### config.mk
export PLATFORM = sky130hd
export DESIGN_NAME = tape_status_sense
export DESIGN_NICKNAME = d
export VERILOG_FILES = /design/src/tape_seq_pkg.sv /design/src/byte_buf2.sv /design/src/tape_status_sense.sv
export SDC_FILE = /design/constraint.sdc
export NUM_CORES = 1
export LEC_CHECK = 0
export BUFFER_PORTS_ARGS = -buffer_cell sky130_fd_sc_hd__buf_2
export CAP_MARGIN = 40
export CORE_ASPECT_RATIO = 0.75
export CORE_MARGIN = 2
export CORE_UTILIZATION = 50
export DETAILED_ROUTE_END_ITERATION = 8
export GPL_TIMING_DRIVEN = 0
export MAX_ROUTING_LAYER = met4
export PLACE_DENSITY = 0.72
export RECOVER_POWER = 50
export SLEW_MARGIN = 20
export SYNTH_ARGS = -nofsm -noshare
export SYNTH_HDL_FRONTEND = slang
export SYNTH_SLANG_ARGS = --single-unit
### constraint.sdc
create_clock -name core_clk_i -period 3.65 [get_ports core_clk_i]
set_clock_uncertainty 0.15 [all_clocks]
set_input_delay 0.1825 -clock core_clk_i [delete_from_list [all_inputs] [get_ports core_clk_i]]
set_output_delay 0.1825 -clock core_clk_i [all_outputs]
set_load 0.005 [all_outputs]
### src/tape_seq_pkg.sv
// constants for the tape controller status and sense sequencer
package tape_seq_pkg;
  localparam int CLK_NS = 40;
  // service out delay before it acts (service out 1)
  localparam int SO1_NS = 1800;
  localparam int SO1_CYC = (SO1_NS + CLK_NS - 1) / CLK_NS;
  localparam logic [5:0] SO1_LAST = 6'(SO1_CYC - 1);
  // read clock phases, one clock each except load, which holds while the buffer is full
  localparam logic [3:0] PH_STEP = 4'h7;
  localparam logic [3:0] PH_LOAD = 4'h8;
  localparam logic [3:0] PH_TAG = 4'h9;
  localparam logic [3:0] PH_END = 4'hA;
  localparam logic [3:0] PH_END_ENC = 4'hC;
  // sense byte counter
  localparam logic [2:0] SN_LAST_DATA = 3'h4;
  localparam logic [2:0] SN_DONE = 3'h7;
  // command codes
  localparam logic [3:0] CMD_SENSE_NIB = 4'h4;
  localparam logic [7:0] CMD_TIO = 8'h00;
  localparam logic [7:0] CMD_WRITE = 8'h01;
  localparam logic [7:0] CMD_READ = 8'h02;
  localparam logic [7:0] CMD_READ_BK = 8'h0C;
  localparam logic [7:0] CMD_REWIND = 8'h07;
  localparam logic [7:0] CMD_REW_UNL = 8'h0F;
  localparam logic [7:0] CMD_ERASE = 8'h17;
  localparam logic [7:0] CMD_WTM = 8'h1F;
  localparam logic [1:0] CTL_LOW = 2'b11;
  localparam int MS_DC_BIT = 5;
  // status byte bit positions
  localparam int ST_MOD = 1;
  localparam int ST_BUSY = 3;
  localparam int ST_CE = 4;
  localparam int ST_DE = 5;
  localparam int ST_UNIT_CHECK = 6;
  // sense byte 0 bit positions owned here
  localparam int SB_CMD_REJ = 7;
  localparam int SB_BUS_CHK = 5;
  // go line positions
  localparam int GO_READ = 0;
  localparam int GO_WRITE = 1;
  localparam int GO_CTL = 2;
  localparam int GO_SENSE = 3;
  localparam int BUF_W = 9;
  localparam int BUF_D = 2;
endpackage

### src/byte_buf2.sv
// two-entry byte buffer with valid/ready on both sides
`timescale 1ns/100ps
module byte_buf2 (
  input wire logic clk_i,
  input wire logic reset_n_i,
  input wire logic ce_i,
  input wire logic in_valid_i,
  output logic in_ready_o,
  input wire logic [tape_seq_pkg::BUF_W-1:0] in_data_i,
  output logic out_valid_o,
  input wire logic out_ready_i,
  output logic [tape_seq_pkg::BUF_W-1:0] out_data_o
);
  logic [tape_seq_pkg::BUF_W-1:0] mem_r [tape_seq_pkg::BUF_D];
  logic wr_ptr_r;
  logic rd_ptr_r;
  logic [1:0] cnt_r;
  wire push = ce_i & in_valid_i & in_ready_o;
  wire pop = ce_i & out_valid_o & out_ready_i;

  // honest flags from the fill count
  assign in_ready_o = cnt_r != 2'h2;
  assign out_valid_o = cnt_r != 2'h0;
  assign out_data_o = mem_r[rd_ptr_r];

  // storage has no reset, only the pointers matter
  always_ff @(posedge clk_i) begin
    if (push) begin
      mem_r[wr_ptr_r] <= in_data_i;
    end
  end

  // pointers and count
  always_ff @(posedge clk_i or negedge reset_n_i) begin
    if (!reset_n_i) begin
      wr_ptr_r <= 1'b0;
      rd_ptr_r <= 1'b0;
      cnt_r <= 2'h0;
    end else begin
      if (push) wr_ptr_r <= ~wr_ptr_r;
      if (pop) rd_ptr_r <= ~rd_ptr_r;
      cnt_r <= cnt_r + {1'b0, push} - {1'b0, pop};
    end
  end
endmodule

### src/tape_status_sense.sv
// status screening, register clear and sense transfer sequencer
// How it works
// - service out drops status in; delayed service out arms gate, set unless drive counting
// - command gate passes decoded command lines, else they stay low
// - read, write, sense keep operational in unless command cleared
// - blocking sets status latches and clears command before status goes out
// - accepted motion command plus delayed service out drops burst and op in
// - motion clear waits for op end, rewind clear for drive rewinding
// - accepted unstacked status clears status latches except unit check
// - command out on status sets stack for read, write, sense only
// - stack clears command, keeps status, raises request in, re-offers status
// - command out on status drops force burst, and op in only when it stacks
// - rejected motion command starts once force burst, select out and op in drop
// - clear on selection-done, stack, disconnect, reject, drive not ready or rewinding except for sense, or pending status
// - non-control runs on clean status; control gets channel end, mode set also device end; TIO gets device end only
// - reject or even command parity set unit check and sense bits
// - drive not ready or rewinding sets unit check, except for sense
// - reject and drive status also clear; bad parity needs none
// - busy from rewinding drive or pending status, both clear the command
// - low nibble 0100 decodes as sense
// - sense read clock: step at 7, load 8, service in 9, end 10 or 12
// - service out per byte clears data; counts 1-4 data, 5-6 zero
// - count 7 with service in low gives end sense
// - command out on sense byte sets stop, early end once service in low
// - new command sense reset clears sense bits and unit check
`timescale 1ns/100ps
module tape_status_sense (
  input wire logic core_clk_i,
  input wire logic reset_n_i,
  input wire logic ce_i,
  input wire logic cmd_strobe_i,
  input wire logic [7:0] bus_out_i,
  input wire logic bus_out_par_i,
  input wire logic service_out_i,
  input wire logic command_out_i,
  input wire logic select_out_i,
  input wire logic disconnect_i,
  input wire logic drive_ready_i,
  input wire logic drive_rewinding_i,
  input wire logic drive_counting_i,
  input wire logic drive_protect_i,
  input wire logic dc_feature_i,
  input wire logic status_pending_i,
  input wire logic op_end_i,
  input wire logic phase_encoded_variant_i,
  input wire logic [31:0] sense_data_i,
  output logic [7:0] bus_in_o,
  output logic bus_in_par_o,
  output logic status_in_o,
  output logic service_in_o,
  output logic operational_in_o,
  output logic burst_mode_o,
  output logic request_in_o,
  output logic cmd_gate_o,
  output logic [3:0] go_lines_o,
  output logic cmd_clear_o,
  output logic unit_check_o,
  output logic end_sense_o,
  output logic early_end_o
);
  typedef enum logic [6:0] {
    S_IDLE = 7'b0000001,
    S_CHECK = 7'b0000010,
    S_STAT = 7'b0000100,
    S_SO1 = 7'b0001000,
    S_SENSE = 7'b0010000,
    S_STACK = 7'b0100000,
    S_WAIT = 7'b1000000
  } seq_state_t;

  seq_state_t state_r;
  seq_state_t state_nxt;
  logic [7:0] cmd_r;
  logic cmd_valid_r;
  logic ce_st_r, de_st_r, busy_st_r, unit_chk_r;
  logic cmd_rej_r, bus_chk_r;
  logic stack_r, stop_r, sent_r, gate_arm_r, clr_pend_r;
  logic force_burst_r, op_in_r, burst_r, req_r, gate_r;
  logic [5:0] dly_r;
  logic [3:0] ph_r;
  logic rc_run_r;
  logic [2:0] sn_cnt_r;
  logic tag_busy_r, sts_tag_r, svc_tag_r;
  logic [7:0] bus_in_r;
  logic bus_in_par_r;
  logic [3:0] go_r;
  logic clr_r, end_r, early_r;
  logic buf_in_valid;
  logic buf_in_ready;
  logic [8:0] buf_in_data;
  logic buf_out_valid;
  logic [8:0] buf_out_data;

  // command decode from the command register
  wire c_sense = cmd_r[3:0] == tape_seq_pkg::CMD_SENSE_NIB;
  wire c_ctl = cmd_r[1:0] == tape_seq_pkg::CTL_LOW;
  wire c_tio = cmd_r == tape_seq_pkg::CMD_TIO;
  wire c_wr = cmd_r == tape_seq_pkg::CMD_WRITE;
  wire c_rd = cmd_r == tape_seq_pkg::CMD_READ || cmd_r == tape_seq_pkg::CMD_READ_BK;
  wire c_wtm = cmd_r == tape_seq_pkg::CMD_WTM;
  wire c_erg = cmd_r == tape_seq_pkg::CMD_ERASE;
  wire c_rew = cmd_r == tape_seq_pkg::CMD_REWIND || cmd_r == tape_seq_pkg::CMD_REW_UNL;
  wire c_ms = c_ctl & (cmd_r[7:6] != 2'b00);
  wire c_dcms = c_ms & cmd_r[tape_seq_pkg::MS_DC_BIT];
  wire c_motion = c_ctl & ~c_ms;
  wire c_burst = c_rd | c_wr | c_sense;

  // initial status screening
  wire odd_cmd = ^{bus_out_par_i, bus_out_i};
  wire rej = cmd_valid_r & (((c_wr | c_wtm | c_erg) & drive_protect_i)
             | (c_dcms & ~dc_feature_i));
  wire prohib = cmd_valid_r & ~c_sense & (~drive_ready_i | drive_rewinding_i);
  wire rew_busy = prohib & drive_rewinding_i;
  wire done_sel = cmd_valid_r & (c_tio | c_ms);
  wire sel_clr = rej | prohib | status_pending_i | disconnect_i | done_sel;
  wire [7:0] st_byte = {1'b0, unit_chk_r, de_st_r, ce_st_r, busy_st_r, 1'b0,
                        busy_st_r & status_pending_i, 1'b0};

  // channel answers to the tag now on bus in
  wire ans_so = tag_busy_r & service_out_i;
  wire ans_co = tag_busy_r & command_out_i;
  wire rc_last = phase_encoded_variant_i ? (ph_r == tape_seq_pkg::PH_END_ENC)
                              : (ph_r == tape_seq_pkg::PH_END);
  wire so1_done = dly_r == tape_seq_pkg::SO1_LAST;
  wire sn_data = sn_cnt_r <= tape_seq_pkg::SN_LAST_DATA;
  wire [7:0] sn_sel = sense_data_i[8 * (32'(sn_cnt_r) - 1) +: 8];
  wire [7:0] sn_b0 = sn_sel | (8'(cmd_rej_r) << tape_seq_pkg::SB_CMD_REJ)
                     | (8'(bus_chk_r) << tape_seq_pkg::SB_BUS_CHK);
  wire [7:0] sn_byte = !sn_data ? 8'h00 : (sn_cnt_r == 3'h1) ? sn_b0 : sn_sel;
  wire sn_push = rc_run_r & (ph_r == tape_seq_pkg::PH_LOAD) & (sn_cnt_r != tape_seq_pkg::SN_DONE);
  wire st_push = (state_r == S_STAT) & ~sent_r;
  wire ph_stall = sn_push & ~buf_in_ready;
  wire motion_clr = clr_pend_r & (c_rew ? drive_rewinding_i : op_end_i);

  // bytes to the channel queue through the buffer
  assign buf_in_valid = st_push | sn_push;
  assign buf_in_data = st_push ? {1'b1, st_byte} : {1'b0, sn_byte};

  byte_buf2 u_buf (
    .clk_i(core_clk_i),
    .reset_n_i(reset_n_i),
    .ce_i(ce_i),
    .in_valid_i(buf_in_valid),
    .in_ready_o(buf_in_ready),
    .in_data_i(buf_in_data),
    .out_valid_o(buf_out_valid),
    .out_ready_i(~tag_busy_r),
    .out_data_o(buf_out_data)
  );

  // sequencer next state
  always_comb begin
    state_nxt = state_r;
    unique case (state_r)
      S_IDLE: begin
        if (cmd_strobe_i) state_nxt = S_CHECK;
      end
      S_CHECK: state_nxt = S_STAT;
      S_STAT: begin
        if (ans_so & sts_tag_r) state_nxt = S_SO1;
        else if (ans_co & sts_tag_r) state_nxt = (cmd_valid_r & c_burst) ? S_STACK : S_WAIT;
      end
      S_SO1: begin
        if (so1_done) state_nxt = (cmd_valid_r & c_sense) ? S_SENSE : S_IDLE;
      end
      S_SENSE: begin
        if (~rc_run_r & ~service_in_o & sn_cnt_r == tape_seq_pkg::SN_DONE) state_nxt = S_IDLE;
        else if (stop_r & ~service_in_o) state_nxt = S_IDLE;
        else if (ans_so) state_nxt = S_SO1;
      end
      S_STACK: begin
        if (select_out_i & ~op_in_r) state_nxt = S_STAT;
      end
      S_WAIT: begin
        if (~op_in_r) state_nxt = S_IDLE;
      end
      default: state_nxt = S_IDLE;
    endcase
  end

  always_ff @(posedge core_clk_i or negedge reset_n_i) begin
    if (!reset_n_i) state_r <= S_IDLE;
    else if (ce_i) state_r <= state_nxt;
  end

  // command register, sense latches, register clear
  always_ff @(posedge core_clk_i or negedge reset_n_i) begin
    if (!reset_n_i) begin
      cmd_r <= 8'h00;
      cmd_valid_r <= 1'b0;
      cmd_rej_r <= 1'b0;
      bus_chk_r <= 1'b0;
      clr_r <= 1'b0;
      clr_pend_r <= 1'b0;
    end else if (ce_i) begin
      clr_r <= 1'b0;
      if (state_r == S_IDLE && cmd_strobe_i) begin
        cmd_r <= odd_cmd ? bus_out_i : 8'h00;
        cmd_valid_r <= odd_cmd;
        cmd_rej_r <= 1'b0;
        bus_chk_r <= ~odd_cmd;
      end else if (state_r == S_CHECK) begin
        cmd_rej_r <= rej;
        if (sel_clr) begin
          cmd_valid_r <= 1'b0;
          clr_r <= 1'b1;
        end
      end else if ((state_r == S_STAT) & ans_co & sts_tag_r & cmd_valid_r & c_burst) begin
        cmd_valid_r <= 1'b0;
        clr_r <= 1'b1;
      end else if ((state_r == S_SO1) & so1_done & cmd_valid_r & c_motion) begin
        clr_pend_r <= 1'b1;
      end else if (motion_clr | (gate_r & c_burst & ~c_sense & op_end_i)) begin
        clr_pend_r <= 1'b0;
        cmd_valid_r <= 1'b0;
        clr_r <= 1'b1;
      end else if (state_r == S_SENSE && state_nxt == S_IDLE) begin
        cmd_valid_r <= 1'b0;
      end
    end
  end

  // status latches; unit check only drops on the next sense reset
  always_ff @(posedge core_clk_i or negedge reset_n_i) begin
    if (!reset_n_i) begin
      ce_st_r <= 1'b0;
      de_st_r <= 1'b0;
      busy_st_r <= 1'b0;
      unit_chk_r <= 1'b0;
    end else if (ce_i) begin
      if (state_r == S_IDLE && cmd_strobe_i) begin
        unit_chk_r <= 1'b0;
      end else if (state_r == S_CHECK) begin
        unit_chk_r <= ~cmd_valid_r | rej | prohib;
        busy_st_r <= rew_busy | status_pending_i;
        ce_st_r <= cmd_valid_r & c_ctl & ~status_pending_i;
        de_st_r <= done_sel & ~status_pending_i;
      end else if ((state_r == S_SO1) & so1_done & ~stack_r) begin
        ce_st_r <= 1'b0;
        de_st_r <= 1'b0;
        busy_st_r <= 1'b0;
      end
    end
  end

  // interface latches: op in, burst, stack, request in
  always_ff @(posedge core_clk_i or negedge reset_n_i) begin
    if (!reset_n_i) begin
      op_in_r <= 1'b0;
      force_burst_r <= 1'b0;
      burst_r <= 1'b0;
      stack_r <= 1'b0;
      req_r <= 1'b0;
    end else if (ce_i) begin
      if (state_r == S_IDLE && cmd_strobe_i) begin
        op_in_r <= 1'b1;
        force_burst_r <= 1'b1;
        burst_r <= 1'b1;
        stack_r <= 1'b0;
      end else if ((state_r == S_STAT) & ans_co & sts_tag_r) begin
        force_burst_r <= 1'b0;
        stack_r <= cmd_valid_r & c_burst;
        if (cmd_valid_r & c_burst) op_in_r <= 1'b0;
      end else if ((state_r == S_SO1) & so1_done & (~cmd_valid_r | c_motion)) begin
        op_in_r <= 1'b0;
        burst_r <= 1'b0;
      end else if (state_r == S_WAIT & ~force_burst_r & ~select_out_i) begin
        op_in_r <= 1'b0;
      end else if (state_r == S_STACK) begin
        req_r <= ~select_out_i;
        if (select_out_i) op_in_r <= 1'b1;
      end else if (state_r == S_SENSE && state_nxt == S_IDLE) begin
        op_in_r <= 1'b0;
        burst_r <= 1'b0;
      end else if (gate_r & c_burst & ~c_sense & op_end_i) begin
        op_in_r <= 1'b0;
        burst_r <= 1'b0;
      end
    end
  end

  // command gate: armed at end of service out 1 or once select out drops in wait, held while drive counts
  always_ff @(posedge core_clk_i or negedge reset_n_i) begin
    if (!reset_n_i) begin
      gate_arm_r <= 1'b0;
      gate_r <= 1'b0;
      go_r <= 4'h0;
    end else if (ce_i) begin
      if (state_r == S_IDLE && cmd_strobe_i) begin
        gate_r <= 1'b0;
        gate_arm_r <= 1'b0;
      end else if ((state_r == S_SO1) & so1_done & cmd_valid_r) begin
        gate_arm_r <= 1'b1;
      end else if (state_r == S_WAIT & ~force_burst_r & ~select_out_i & cmd_valid_r) begin
        gate_arm_r <= 1'b1;
      end else if (gate_arm_r & ~drive_counting_i) begin
        gate_arm_r <= 1'b0;
        gate_r <= cmd_valid_r;
      end else if (~cmd_valid_r) begin
        gate_r <= 1'b0;
      end
      // decoded lines pass only through an open gate
      go_r[tape_seq_pkg::GO_READ] <= gate_r & cmd_valid_r & c_rd;
      go_r[tape_seq_pkg::GO_WRITE] <= gate_r & cmd_valid_r & c_wr;
      go_r[tape_seq_pkg::GO_CTL] <= gate_r & cmd_valid_r & c_motion;
      go_r[tape_seq_pkg::GO_SENSE] <= gate_r & cmd_valid_r & c_sense;
    end
  end

  // service out 1 delay and status offer bookkeeping
  always_ff @(posedge core_clk_i or negedge reset_n_i) begin
    if (!reset_n_i) begin
      dly_r <= 6'h00;
      sent_r <= 1'b0;
    end else if (ce_i) begin
      dly_r <= (state_r == S_SO1) ? dly_r + 6'h01 : 6'h00;
      if (st_push & buf_in_ready) sent_r <= 1'b1;
      else if (state_r != S_STAT) sent_r <= 1'b0;
    end
  end

  // read clock cycle for sense bytes; stalls at load while buffer full
  always_ff @(posedge core_clk_i or negedge reset_n_i) begin
    if (!reset_n_i) begin
      rc_run_r <= 1'b0;
      ph_r <= 4'h0;
      sn_cnt_r <= 3'h0;
      stop_r <= 1'b0;
    end else if (ce_i) begin
      if (state_r == S_IDLE) begin
        sn_cnt_r <= 3'h0;
        stop_r <= 1'b0;
      end
      if ((state_r == S_SO1) & so1_done & cmd_valid_r & c_sense) begin
        rc_run_r <= 1'b1;
        ph_r <= 4'h1;
      end else if (rc_run_r & ~ph_stall) begin
        ph_r <= ph_r + 4'h1;
        if (ph_r == tape_seq_pkg::PH_STEP) sn_cnt_r <= sn_cnt_r + 3'h1;
        if (rc_last) rc_run_r <= 1'b0;
      end
      if ((state_r == S_SENSE) & ans_co & svc_tag_r) stop_r <= 1'b1;
    end
  end

  // bus in register and tags; byte waits for its phase before service in
  always_ff @(posedge core_clk_i or negedge reset_n_i) begin
    if (!reset_n_i) begin
      tag_busy_r <= 1'b0;
      sts_tag_r <= 1'b0;
      svc_tag_r <= 1'b0;
      bus_in_r <= 8'h00;
      bus_in_par_r <= 1'b0;
    end else if (ce_i) begin
      if (ans_so | ans_co) begin
        tag_busy_r <= 1'b0;
        sts_tag_r <= 1'b0;
        svc_tag_r <= 1'b0;
        bus_in_r <= 8'h00;
        bus_in_par_r <= 1'b0;
      end else if (~tag_busy_r & buf_out_valid) begin
        tag_busy_r <= 1'b1;
        bus_in_r <= buf_out_data[7:0];
        bus_in_par_r <= ~^buf_out_data[7:0];
        sts_tag_r <= buf_out_data[8];
      end else if (tag_busy_r & ~sts_tag_r & (~rc_run_r | ph_r >= tape_seq_pkg::PH_TAG)) begin
        svc_tag_r <= 1'b1;
      end
    end
  end

  // end of sense pulses
  always_ff @(posedge core_clk_i or negedge reset_n_i) begin
    if (!reset_n_i) begin
      end_r <= 1'b0;
      early_r <= 1'b0;
    end else if (ce_i) begin
      end_r <= (state_r == S_SENSE) & ~rc_run_r & ~stop_r & ~svc_tag_r
               & (sn_cnt_r == tape_seq_pkg::SN_DONE);
      early_r <= (state_r == S_SENSE) & stop_r & ~svc_tag_r;
    end
  end

  assign bus_in_o = bus_in_r;
  assign bus_in_par_o = bus_in_par_r;
  assign status_in_o = sts_tag_r;
  assign service_in_o = svc_tag_r;
  assign operational_in_o = op_in_r;
  assign burst_mode_o = burst_r;
  assign request_in_o = req_r;
  assign cmd_gate_o = gate_r;
  assign go_lines_o = go_r;
  assign cmd_clear_o = clr_r;
  assign unit_check_o = unit_chk_r;
  assign end_sense_o = end_r;
  assign early_end_o = early_r;
endmodule

==> results_dict.tcl <==
set metrics [dict create \
    via_count 4345 \
    drive_gt1_share_pct 17.5 \
    antenna_left 0 \
    postSynthAreaPerCell_um2 9.82 \
    utilization_pct 61.7 \
    grtUsageTotal_pct 25.8 \
    synthFlopType "dfrtp_1" \
    cts_buffer_depth 2 \
    met1_usage_pct 35.1 \
    firstDrtPassIters 5 \
    slew_viol_final 0 \
    fin_crit_ns 3.25 \
    dp.cells 716 \
    numCtsBuffers 9 \
    power_density_mw_per_mm2 552 \
    final_area_mm2 0.00595 \
    ys_seq_area_share_pct 45.7 \
    drc_errors 0 \
    final-instance-count-excl-fill 743 \
    synth.distinct_cells 67 \
    slew_headroom_pct 11.8 \
    cp.required_ns 3.48 \
    hpwl_um 9580 \
    tns_ns 0 \
    postCtsSetupRepairBufs 0 \
    routed_wirelength_um 12900 \
    worstSetupStartpointType "flip-flop" \
    ys_async_sr_fraction_pct 79.3 \
    final-hold-violation-count 0 \
    timing.final.crit_share_pct 89.1 \
    vias_per_cell 5.85 \
    antenna_found_initial 0 \
    grt_pass1_wl_um 21200 \
    ir_drop_v 0.000356 \
    arrival_ns 3.08 \
    die_w_um 119 \
    cts_sinks 87 \
    use_met2_pct 37.9 \
    gp_congestion 0.987 \
    cap_violations 0 \
    grt_start_max_net_pins 54 \
    crit_path_end_kind "flip-flop" \
    tightest_slew_ns 1.32 \
    overflow 0 \
    worstSetupPathType "flip-flop to flip-flop" \
    rsz0062_at_grt "no" \
    start_util_pct 51.4 \
    met3_usage_pct 6.50 \
    setup_violations 0 \
    max_freq_ghz 0.308 \
    seqCellArea_mm2 0.00227 \
    fillers 821 \
    path_max_fanout 11 \
    grt_pass1_vias 4322 \
    drt_iter0_markers 316 \
    fin_nets 675 \
    final_cell_mix "71 x buf_2, 68 x dfrtp_1, 58 x nand2_1" \
    synth.net_count 574 \
    final_common_cell "buf_2" \
    synth_warnings 0 \
    synth_edf_count 18 \
    grt-busiest-layer "met2" \
    cts_tree "done" \
    clk_pin_slew_worst_paths_ns 0.07 \
    synth_cells 505 \
    die_h_um 90.3 \
    core-area_mm2 0.00966 \
    leakagePower_uw 0.00260 \
    ios 80 \
    post_cts_resized 0 \
    synth_seq_cells 87 \
    netlist_area_mm2 0.00496 \
    status "complete, no violations" \
    io_buffer_count 78 \
    post_dp_cell_area_mm2 0.00555 \
    hold_path_class "input pin to flip-flop" \
    clock_latency_ns 0.34 \
    wire_per_inst_um 17.3 \
    cts-htree-levels 3 \
    n_antenna_cell 0 \
    synthToLayoutAreaGrowth_pct 20.1 \
    multiInputGateArea_mm2 0.00248 \
    cts-root-buf "clkbuf_16" \
    rows 31 \
    dieArea_mm2 0.0107 \
]
-- registers in the layout (all words and copies together), names as in the netlist, 2 cells and up --
| register | flops |
|---|---|
| dly_r | 6 |
| state_r | 7 |
| u_buf.mem_r | 18 |
| u_buf.cnt_r | 2 |
| sn_cnt_r | 3 |
| go_lines_o | 4 |
| bus_in_o | 8 |
| cmd_r | 8 |
| ph_r | 4 |
-- metal layers --
| metal | up-vias | share of wire [%] |
|---|---|---|
| met3 | 24 | 7.9 |
| met5 | - | 0 |
| met4 | 0 | 2.0 |
| met1 | 2106 | 45 |
| li1 | 2050 | - |
| met2 | 165 | 45 |
-- cell type report --
| class | instances | area share [%] |
|---|---|---|
| well taps | 132 | 2.77 |
| flip-flops and latches | 87 | 38.1 |
| repair buffers | 90 | 8.30 |
| clock buffers | 10 | 3.85 |
| clock inverters | 6 | 1.68 |
| multi-input cells | 362 | 41.6 |
| plain buffers | 22 | 1.55 |
| inverters | 34 | 2.14 |
-- cell families (layout without fill, tap and decap cells) --
logic type	after synthesis	after routing	share of synthesized area (%)
adders and majority gates	12	12	3.03
DFF	87	87	45.7
muxes	22	22	6.46
and+or+nand+nor	165	165	17.5
xor gates and xnor gates	28	28	4.94
buffers and inverters	56	162	4.44
AOI/OAI and AO/OA	135	135	17.9
-- cell usage after synthesis (3+ instances only) --
cell type	number	share of area (%)
and2_1	3	0.38
o311ai_0	3	0.53
a22o_1	11	1.9
o21ai_0	36	3.6
and3_1	3	0.38
nor2_1	21	1.6
nor2b_1	14	1.8
or3_1	4	0.50
xor2_1	9	1.6
a41oi_1	3	0.53
mux2i_1	14	2.8
o21ai_1	4	0.40
nand2b_1	4	0.50
nor4_1	4	0.50
dfrtp_1	68	34
nand3_1	13	1.3
o22ai_1	3	0.38
nand2_1	58	4.4
clkbuf_1	17	1.3
nor3_1	10	1.0
mux4_2	8	3.6
a21oi_1	25	2.5
nand4_1	6	0.76
o21a_1	4	0.61
o211ai_1	3	0.45
inv_1	33	2.5
a21o_1	7	1.1
a31oi_1	6	0.76
xnor2_1	19	3.4
edfxtp_1	18	11
nor4b_1	5	0.88
ha_1	12	3.0
o31ai_1	9	1.4
o2111ai_1	5	0.88
-- through the flow --
stage	total power [uW]	hold WS [ns]	worst slack, ns
after floorplan	1960	-0.263	0.885
after global placement	2240	0.277	0.427
after detailed placement	2270	-0.0775	0.391
after CTS	3300	0.0130	0.391
after global routing	3480	0.0174	0.173
final	3280	0.0229	0.400
-- power breakdown --
group | switching, uW | internal [uW] | total [uW]
Combinational | 567 | 402 | 969
Clock | 405 | 615 | 1020
Sequential | 140 | 1150 | 1290
Total | 1110 | 2170 | 3280
-- timing repair --
action | CTS | global route
hold buffers | 11 | 0
setup endpoints to repair | 0 | 0
hold endpoints to repair | 78 | 0
-- final timing paths --
path	start	end	slack, ns	cells after the start
max	state_r[0]	u_buf.mem_r[0][6]	0.40	6
min	drive_counting_i	gate_arm_r	0.02	3
max reg2reg	state_r[0]	u_buf.mem_r[0][6]	0.40	6
min reg2reg	bus_in_o[5]	bus_in_o[5]	0.32	2
max in group asynchronous	reset_n_i	dly_r[5]	1.21	3
min in group asynchronous	reset_n_i	cmd_r[1]	0.33	2
-- critical path, cell delays in order (launching register included) --
cell and delay, ns:
dfstp_2 0.36, clkbuf_1 0.20, or4b_1 0.61, or2_2 0.33, nor2_2 0.35, o211ai_1 0.23
nor2_1 0.66
Power figures use the tool's default switching activity.
